### src/rtl/dst_consts.vh
// Constants for the drive start timing block: latencies counted from the
// rising edge of write_busy_n, pulse-rate limits, command codes and speed profiles.
// Assumes a single 100 MHz core clock; the busy and latency figures are in core clock cycles.
`ifndef DST_CONSTS_VH
`define DST_CONSTS_VH
`define DST_CLK_HZ          100000000
`define DST_NUM_AXES        4
`define DST_BUSY_CYC        2
`define DST_INTERP_PULSE_DLY 4
`define DST_INTERP_DRV_DLY  1
`define DST_HOLD_PULSE_DLY  3
`define DST_MAX_RATE_PPS    8000000
`define DST_CONT_RATE_PPS   4000000
`define DST_MIN_RATE_PPS    2
`define DST_CMD_DRIVE       2'h0
`define DST_CMD_INTERP      2'h1
`define DST_CMD_HOLD_REL    2'h2
`define DST_CMD_STOP        2'h3
`define DST_PROF_CONST      2'h0
`define DST_PROF_TRAP       2'h1
`define DST_PROF_SCURVE     2'h2
`endif

### src/rtl/dst_top.v
// Drive start sequencer for four axes: write strobe to busy, then timed
// start of status, direction and pulse outputs per command kind.
// Assumes write_strobe_n_i comes from an asynchronous host bus.
`timescale 1ns/1ps
`include "dst_consts.vh"
module dst_top #(
	parameter NUM_AXES = `DST_NUM_AXES,
	parameter RATE_W   = 24,
	parameter CNT_W    = 32
) (
	// Clock and reset
	input  wire                   core_clk_i,
	input  wire                   rst_i,
	// Host command port
	input  wire                   write_strobe_n_i,
	input  wire [1:0]             cmd_i,
	input  wire [NUM_AXES-1:0]    axis_sel_i,
	input  wire [NUM_AXES-1:0]    dir_i,
	input  wire                   two_pulse_i,
	input  wire                   continuous_i,
	input  wire [1:0]             profile_i,
	input  wire [RATE_W-1:0]      rate_max_i,
	input  wire [RATE_W-1:0]      rate_init_i,
	input  wire [RATE_W-1:0]      accel_i,
	input  wire [CNT_W-1:0]       pulse_count_i,
	output reg                    write_busy_n_o,
	// Motor pins
	output wire [NUM_AXES-1:0]    plus_pulse_out_o,
	output wire [NUM_AXES-1:0]    minus_pulse_out_o,
	output wire [NUM_AXES-1:0]    drive_pulse_out_o,
	output wire [NUM_AXES-1:0]    direction_out_o,
	output reg  [NUM_AXES-1:0]    driving_status_out_o
);
	// Rate step per pulse/s: 2^26 / 100e6; the 2^26 scale keeps the 8 Mpps step inside 24 bits
	localparam [RATE_W-1:0] RATE_FULL = 24'h51EB85; // 8 Mpps
	localparam [RATE_W-1:0] RATE_CONT = 24'h28F5C2; // 4 Mpps
	localparam [RATE_W-1:0] RATE_MIN  = 24'h000002; // lowest step not below 2 pps
	localparam [1:0]        BUSY_LAST = `DST_BUSY_CYC - 1;
	localparam ST_IDLE  = 2'h0;
	localparam ST_BUSY  = 2'h1;
	localparam ST_DELAY = 2'h2;

	reg                 wr_meta_r;
	reg                 wr_sync_r;
	reg                 wr_prev_r;
	reg  [1:0]          state_r;
	reg  [1:0]          busy_cnt_r;
	reg  [2:0]          dly_r;
	reg  [1:0]          cmd_r;
	reg  [NUM_AXES-1:0] sel_r;
	reg  [NUM_AXES-1:0] held_r;
	reg  [NUM_AXES-1:0] start_r;
	reg  [NUM_AXES-1:0] stop_r;
	reg                 interp_r;
	wire [NUM_AXES-1:0] done;
	wire                wr_rise = wr_sync_r & ~wr_prev_r;
	wire [RATE_W-1:0]   cap = (interp_r && continuous_i) ? RATE_CONT : RATE_FULL;
	wire [RATE_W-1:0]   rate_lim = (rate_max_i > cap) ? cap : ((rate_max_i < RATE_MIN) ? RATE_MIN : rate_max_i);
	// Interpolated axes share one pulse timebase by gating the accumulators together
	wire                interp_en = interp_r ? &(done | ~sel_r) == 1'b0 : 1'b1;

	// Strobe is asynchronous to the core clock
	always @(posedge core_clk_i)
	begin
		if (rst_i)
		begin
			wr_meta_r <= 1'b1;
			wr_sync_r <= 1'b1;
			wr_prev_r <= 1'b1;
		end
		else
		begin
			wr_meta_r <= write_strobe_n_i;
			wr_sync_r <= wr_meta_r;
			wr_prev_r <= wr_sync_r;
		end
	end

	// Only this command interface starts motion or stops it early; otherwise an axis stops at the end of its count
	always @(posedge core_clk_i)
	begin
		if (rst_i)
		begin
			state_r              <= ST_IDLE;
			busy_cnt_r           <= 2'h0;
			dly_r                <= 3'h0;
			cmd_r                <= `DST_CMD_DRIVE;
			sel_r                <= {NUM_AXES{1'b0}};
			held_r               <= {NUM_AXES{1'b0}};
			start_r              <= {NUM_AXES{1'b0}};
			stop_r               <= {NUM_AXES{1'b0}};
			interp_r             <= 1'b0;
			write_busy_n_o       <= 1'b1;
			driving_status_out_o <= {NUM_AXES{1'b0}};
		end
		else
		begin
			start_r <= {NUM_AXES{1'b0}};
			stop_r  <= {NUM_AXES{1'b0}};
			// Clear only when idle, so the latency cycles cannot drop a freshly raised status
			if (state_r == ST_IDLE)
				driving_status_out_o <= driving_status_out_o & ~(done & ~start_r & ~held_r);
			case (state_r)
			ST_IDLE:
				if (wr_rise)
				begin
					cmd_r          <= cmd_i;
					sel_r          <= axis_sel_i;
					write_busy_n_o <= 1'b0;
					busy_cnt_r     <= BUSY_LAST;
					state_r        <= ST_BUSY;
				end
			ST_BUSY:
				if (busy_cnt_r == 2'h0)
				begin
					write_busy_n_o <= 1'b1;
					state_r        <= ST_DELAY;
					dly_r          <= 3'h1;
					interp_r       <= (cmd_r == `DST_CMD_INTERP);
					// Held start: status rises together with busy
					if (cmd_r == `DST_CMD_HOLD_REL)
						driving_status_out_o <= driving_status_out_o | held_r;
					else if (cmd_r == `DST_CMD_DRIVE)
						// Parked axes stay quiet until their release
						driving_status_out_o <= driving_status_out_o | (sel_r & ~held_r);
					else if (cmd_r == `DST_CMD_STOP)
					begin
						stop_r  <= sel_r;
						held_r  <= held_r & ~sel_r;
						state_r <= ST_IDLE;
					end
				end
				else
					busy_cnt_r <= busy_cnt_r - 2'h1;
			ST_DELAY:
			begin
				dly_r <= dly_r + 3'h1;
				if (cmd_r == `DST_CMD_INTERP && dly_r == `DST_INTERP_DRV_DLY)
					driving_status_out_o <= driving_status_out_o | sel_r;
				// Start register and axis each add a cycle before the pins, so launch two early
				if (cmd_r == `DST_CMD_INTERP && dly_r == `DST_INTERP_PULSE_DLY - 2)
				begin
					start_r <= sel_r;
					state_r <= ST_IDLE;
				end
				else if (cmd_r == `DST_CMD_HOLD_REL && dly_r == `DST_HOLD_PULSE_DLY - 2)
				begin
					start_r <= held_r;
					held_r  <= {NUM_AXES{1'b0}};
					state_r <= ST_IDLE;
				end
				else if (cmd_r == `DST_CMD_DRIVE && dly_r == `DST_HOLD_PULSE_DLY - 2)
				begin
					// A plain drive with hold set is parked until release
					start_r <= sel_r & ~held_r;
					state_r <= ST_IDLE;
				end
				else if (dly_r == 3'h7)
					state_r <= ST_IDLE;
			end
			default:
				state_r <= ST_IDLE;
			endcase
			if (state_r == ST_IDLE && wr_rise && cmd_i == `DST_CMD_DRIVE && continuous_i)
				held_r <= held_r | axis_sel_i;
		end
	end

	genvar g;
	generate
		for (g = 0; g < NUM_AXES; g = g + 1)
		begin : g_axis
			// Identical channels
			dst_axis #(
				.RATE_W (RATE_W),
				.CNT_W  (CNT_W)
			) u_axis (
				.core_clk_i        (core_clk_i),
				.rst_i             (rst_i),
				.start_i           (start_r[g]),
				.stop_i            (stop_r[g]),
				.pulse_en_i        (interp_en),
				.two_pulse_i       (two_pulse_i),
				.dir_i             (dir_i[g]),
				.profile_i         (profile_i),
				.rate_max_i        (rate_lim),
				.rate_init_i       (rate_init_i),
				.accel_i           (accel_i),
				.pulse_count_i     (pulse_count_i),
				.plus_pulse_out_o  (plus_pulse_out_o[g]),
				.minus_pulse_out_o (minus_pulse_out_o[g]),
				.drive_pulse_out_o (drive_pulse_out_o[g]),
				.direction_out_o   (direction_out_o[g]),
				.done_o            (done[g])
			);
		end
	endgenerate
endmodule // dst_top

### src/rtl/dst_axis.v
// One axis channel: rate accumulator, speed profile and pulse/direction shaping.
// Assumes start/stop pulses and the rate step come from the same core clock.
`timescale 1ns/1ps
`include "dst_consts.vh"
module dst_axis #(
	parameter RATE_W = 24,
	parameter CNT_W  = 32
) (
	// Clock and reset
	input  wire              core_clk_i,
	input  wire              rst_i,
	// Control from the sequencer
	input  wire              start_i,
	input  wire              stop_i,
	input  wire              pulse_en_i,
	input  wire              two_pulse_i,
	input  wire              dir_i,
	input  wire [1:0]        profile_i,
	input  wire [RATE_W-1:0] rate_max_i,
	input  wire [RATE_W-1:0] rate_init_i,
	input  wire [RATE_W-1:0] accel_i,
	input  wire [CNT_W-1:0]  pulse_count_i,
	// Motor pins
	output reg               plus_pulse_out_o,
	output reg               minus_pulse_out_o,
	output reg               drive_pulse_out_o,
	output reg               direction_out_o,
	output wire              done_o
);
	// Phase accumulator width gives resolution of clock/2^ACC_W per step
	localparam ACC_W = 26;
	reg [ACC_W-1:0]  phase_r;
	reg [RATE_W-1:0] rate_r;
	reg [RATE_W-1:0] jerk_r;
	reg [CNT_W-1:0]  left_r;
	reg              run_r;
	reg              hi_r;
	reg              guard_r;
	wire [ACC_W:0]   phase_sum = {1'b0, phase_r} + {{(ACC_W-RATE_W+1){1'b0}}, rate_r};
	wire             tick = phase_sum[ACC_W];
	wire             decel = (left_r <= {{(CNT_W-RATE_W+8){1'b0}}, rate_r[RATE_W-1:8]});

	assign done_o = ~run_r;

	always @(posedge core_clk_i)
	begin
		if (rst_i)
		begin
			phase_r           <= {ACC_W{1'b0}};
			rate_r            <= {RATE_W{1'b0}};
			jerk_r            <= {RATE_W{1'b0}};
			left_r            <= {CNT_W{1'b0}};
			run_r             <= 1'b0;
			hi_r              <= 1'b0;
			guard_r           <= 1'b0;
			plus_pulse_out_o  <= 1'b0;
			minus_pulse_out_o <= 1'b0;
			drive_pulse_out_o <= 1'b0;
			direction_out_o   <= 1'b0;
		end
		else
		begin
			if (start_i)
			begin
				run_r   <= 1'b1;
				// First pulse leaves at once, so the start latency does not depend on the rate
				hi_r    <= |pulse_count_i;
				left_r  <= pulse_count_i - {{(CNT_W-1){1'b0}}, |pulse_count_i};
				rate_r  <= (profile_i == `DST_PROF_CONST) ? rate_max_i : rate_init_i;
				jerk_r  <= {RATE_W{1'b0}};
				phase_r <= {ACC_W{1'b0}};
				// Direction pin changes one cycle ahead of the first pulse pin
				direction_out_o <= dir_i;
			end
			else if (stop_i || (run_r && left_r == {CNT_W{1'b0}} && !hi_r))
				run_r <= 1'b0;
			else if (run_r && pulse_en_i)
			begin
				phase_r <= phase_sum[ACC_W-1:0];
				if (tick && !hi_r && !guard_r)
				begin
					// High phase for one cycle; guard cycle after keeps direction stable
					hi_r   <= 1'b1;
					left_r <= left_r - {{(CNT_W-1){1'b0}}, 1'b1};
					// Profile update once per output pulse
					if (profile_i == `DST_PROF_TRAP)
						rate_r <= decel ? ((rate_r > rate_init_i + accel_i) ? rate_r - accel_i : rate_init_i)
							: ((rate_r + accel_i < rate_max_i) ? rate_r + accel_i : rate_max_i);
					else if (profile_i == `DST_PROF_SCURVE)
					begin
						jerk_r <= decel ? ((jerk_r > accel_i) ? jerk_r - accel_i : {RATE_W{1'b0}})
							: ((jerk_r < accel_i) ? jerk_r + {{(RATE_W-1){1'b0}}, 1'b1} : jerk_r);
						rate_r <= decel ? ((rate_r > rate_init_i + jerk_r) ? rate_r - jerk_r : rate_init_i)
							: ((rate_r + jerk_r < rate_max_i) ? rate_r + jerk_r : rate_max_i);
					end
				end
			end
			if (hi_r)
			begin
				hi_r    <= 1'b0;
				guard_r <= 1'b1;
			end
			else
				guard_r <= 1'b0;
			// Registered pins change only on the rising edge
			drive_pulse_out_o <= hi_r;
			plus_pulse_out_o  <= hi_r & (two_pulse_i ? ~direction_out_o : 1'b1) & two_pulse_i;
			minus_pulse_out_o <= hi_r & two_pulse_i & direction_out_o;
		end
	end
endmodule // dst_axis

### config.mk
export PLATFORM = sky130hd
export DESIGN_NAME = dst_top
export DESIGN_NICKNAME = d
export VERILOG_FILES = /design/src/rtl/dst_top.v /design/src/rtl/dst_axis.v
export VERILOG_INCLUDE_DIRS = /design/src /design/src/rtl
export SDC_FILE = /design/constraint.sdc
export NUM_CORES = 2
export LEC_CHECK = 0
export BUFFER_PORTS_ARGS = -buffer_cell sky130_fd_sc_hd__buf_4
export CORE_ASPECT_RATIO = 0.75
export CORE_UTILIZATION = 30
export CTS_CLUSTER_SIZE = 30
export DETAILED_ROUTE_END_ITERATION = 10
export SLEW_MARGIN = 20
export SYNTH_ARGS = -nofsm -noshare
export SYNTH_HDL_FRONTEND = slang
export SYNTH_SLANG_ARGS = --single-unit
### constraint.sdc
create_clock -name core_clk_i -period 6.55 [get_ports core_clk_i]
set_input_delay 0.655 -clock core_clk_i [delete_from_list [all_inputs] [get_ports core_clk_i]]
set_output_delay 0.655 -clock core_clk_i [all_outputs]
set_load 0.02 [all_outputs]
==> impl_results.md <==
- Initial Util: between 30% and 40%
- Hold WC Path Type: input port to register
- Die Y-Extent: between 400 and 500 um
- Initial antenna violation count: 29
- Largest fanout on the critical path: 12
- Post-route minimum period: around 6300 ps
- Slew headroom: a little over a tenth
- Leakage: 36.5 nW
- Placed instance count: approximately 13000
- Dominant cell type by area after synthesis: ha_1
- DR vias/cell: between 5 and 6
- Syn-to-layout area delta: 15.2%
- Post-Syn Area per Cell: about 7.3 um^2
- Clk slew on worst S/H paths: 70 ps
- RSZ-0062 raised after global routing: no
- Crit Path Class: input port to register
- GRT Residual Overflow: 0
- Status: completed
- CTS tree: yes
- Yosys warns: 0
- Seq/Total Area, Yosys: a little over an eighth
- CP startpoint: accel_i[0]
- Synth area leaders: ha_1 20%, dfxtp_1 14%, a21oi_1 6.1%
- Mapped Cells: around 9700
- CP Launch Type: input port
- Fin. max-slew vios: 0
- Nets: between 10000 and 15000
- Gpl congestion: 1.07
- Vias: 78900
- Post-synth EDFFs: 0
- Asr flop ratio synth: 0%
- Largest net degree at the start of global routing: between 100 and 150
- Count of cell types in the netlist: ~120
- Setup TNS: 0 ps
- Fin. Hold Viols: 0
- R2r setup slk: roughly 290 ps
- 1st-iter DRT viols: approximately 11000
- PortBufs: between 100 and 150
- DRC: 0
- Global-route wire length before repair: just over 500 mm
- Clk_lat worst skew: roughly 760 ps
- Non-Filler Instances: around 13000
- R2R Path Start: g_axis[2].u_axis.jerk_r[1]
- Final core utilization: approximately a third
- Max VDD drop: about 220 uV
- Pwr/cell area: ~120 nW/um^2
- Critical path endpoint category: register
- Post-synth top area share: 19.6%
- Slew @ Worst Pin: between 1000 and 1500 ps
- Max Root-Sink Buffers: 3
- Final period utilization: between 90% and 100%
- Chip Width: about 560 um
- Row cnt: approximately 150
- Worst Skew: roughly 44 ps
- DR pass1 iterations: 9
- Area of the multi-input gates: just under 60000 um^2
- FF+latch count, synth: a little under 500
- Vias in the first global route: between 60000 and 70000
- End of the critical path: g_axis[0].u_axis.rate_r[11]
- # setup viols final: 0
- Share of cells above drive strength 1: a little over a tenth
- ANT nets after route: 0
- Sink Count: between 400 and 500
- Root buf cell: clkbuf_16
- Mapped Area: about 71000 um^2
- Arrival @ worst endpoint: roughly 7000 ps
- CTS HTree Levels: 2
- Worst R2R Path Depth: 26
- Ys flop type: dfxtp_1
- FMAX: 159 MHz
- Core area: about 240000 um^2
- Routed len/inst: about 28 um
- Most frequent cell after synthesis: ha_1
- Max-cap violations: 0
- FILL cells: ~25000
- Routed WL: 375 mm
- FF+latch area: about 9700 um^2
- Number of I/O pins: ~140
- Post-DP HPWL: around 290 mm
- Num CTS Buffers: 61
- R2R Path End: g_axis[2].u_axis.rate_r[13]
- Post-synth top cells: 1114 x ha_1, 874 x nor2_1, 862 x a21oi_1
- Worst Path Required: just over 7000 ps
- Overall global routing resource usage: roughly 30%
- WHS: roughly 120 ps
- DIE AREA: 239000 um^2
## logic make-up (layout without fill, tap and decap cells)
kind of cell             count (synthesis)  count (layout)  synth area share (%)
AO/OA/AOI/OAI                         3033            3033                  27.9
multiplexers                           151             151                  2.29
other                                    1              57               0.00527
buffers and inverters                 1002            1437                  5.52
XOR/XNOR                               701             701                  8.69
AND/OR/NAND/NOR                       3190            3190                  21.6
flip-flops                             482             482                  13.6
adder cells (fa/ha/maj)               1144            1144                  20.4
## per-stage QoR
| stage | power (W) | instance area (um^2) | setup slack [ps] |
|---|---|---|---|
| after floorplan | 0.00442 | 71200 | 487 |
| after global placement | 0.00581 | 79600 | -153 |
| after detailed placement | 0.00579 | 79600 | -269 |
| after CTS | 0.00963 | 81800 | 310 |
| after global routing | 0.0100 | 81800 | 1.10 |
| final | 0.00977 | 81900 | 277 |
## per-layer routing
metal	vias up	wire, um	global-route usage [%]
li1	36500	-	-
met1	36900	162000	41.6
met2	4684	136000	38.8
met3	796	55500	12.8
met4	18	21200	14.6
met5	-	310	0
## power by group
| part | switching, W | internal (W) |
|---|---|---|
| registers | 0.0000312 | 0.00295 |
| clock network | 0.00163 | 0.00221 |
| logic | 0.00202 | 0.000923 |
| total | 0.00368 | 0.00609 |
## registers in the layout, indices dropped and copies added, names as in the netlist, 3 cells and up
name	flops
stop_r	4
g_axis.u_axis.direction_out_o	4
dly_r	3
g_axis.u_axis.rate_r	96
held_r	4
start_r	4
g_axis.u_axis.minus_pulse_out_o	4
driving_status_out_o	4
g_axis.u_axis.plus_pulse_out_o	4
g_axis.u_axis.run_r	4
sel_r	4
g_axis.u_axis.hi_r	4
g_axis.u_axis.jerk_r	96
g_axis.u_axis.left_r	128
g_axis.u_axis.phase_r	104
g_axis.u_axis.guard_r	4
## layout by cell type (no fill, tap or decap), types with 36 or more instances in the layout
cell | Yosys | layout
and2_1 | 55 | 52
nand3_1 | 285 | 285
o22ai_1 | 38 | 38
a221oi_1 | 40 | 40
and3_1 | 135 | 135
or3_1 | 80 | 80
o21bai_1 | 82 | 82
a21o_1 | 236 | 236
nor4_1 | 89 | 88
a211o_1 | 39 | 39
o31ai_1 | 75 | 74
inv_1 | 552 | 552
dfxtp_1 | 482 | 478
o21ai_0 | 599 | 591
a21oi_1 | 862 | 856
a211oi_1 | 187 | 184
ha_1 | 1114 | 1114
a21boi_0 | 38 | 36
nor2b_1 | 153 | 149
o21a_1 | 119 | 119
xor2_1 | 228 | 228
clkbuf_16 | 0 | 61
mux2i_1 | 115 | 115
diode_2 | 0 | 49
buf_4 | 24 | 728
nand4_1 | 101 | 101
nand2_1 | 769 | 762
xnor2_1 | 470 | 470
nand2b_1 | 151 | 150
nor3_1 | 311 | 311
a22oi_1 | 88 | 88
o211ai_1 | 84 | 84
a31oi_1 | 109 | 107
nor2_1 | 874 | 871
## final cells by class
cell class	count	share of cell area, %
repair buffers	763	7.51
clock buffers	84	2.13
flip-flops and latches	482	11.8
multi-input cells	8227	70.6
diodes	49	0.150
inverters	562	2.58
clock inverters	28	0.524
well taps	3120	4.77
## worst min-delay path by stage
| stage | endpoint | cells past startpoint | startpoint | slack [ps] |
|---|---|---|---|---|
| 2_1_floorplan | wr_prev_r | 2 | wr_sync_r | 390 |
| 3_3_place_gp | wr_sync_r | 1 | wr_meta_r | 390 |
| 3_5_place_dp | wr_sync_r | 1 | wr_meta_r | 390 |
| 4_1_cts | wr_meta_r | 2 | write_strobe_n_i | 80 |
| 5_1_grt | wr_meta_r | 2 | write_strobe_n_i | 110 |
| 6_report | wr_meta_r | 2 | write_strobe_n_i | 120 |
## worst max-delay path, cell delays in order
cell and delay, ps:
buf_4 240, buf_4 290, ha_1 370, inv_1 90
fa_1 410, nor2b_1 120, o21ai_0 120, a21boi_0 180
o21ai_0 110, a21boi_0 230, o21ai_0 140, a21oi_1 220
buf_4 150, o21ai_0 130, nor2b_1 130, o21ai_0 90
a21o_1 250, ha_1 340, nand4_1 120, nor3_1 420
o21ai_0 260, a21oi_1 250, o21ai_2 210, buf_4 260
buf_4 190, o311ai_0 560, a21oi_1 140, o32ai_1 220
## what timing repair did
action                                  CTS  global route
endpoints found under the setup margin    0            18
hold endpoints to repair                  0             0
gates resized for setup                   0             9
setup buffers                             0             1
hold buffers                              0             0
(Power assumes the default switching activity.)
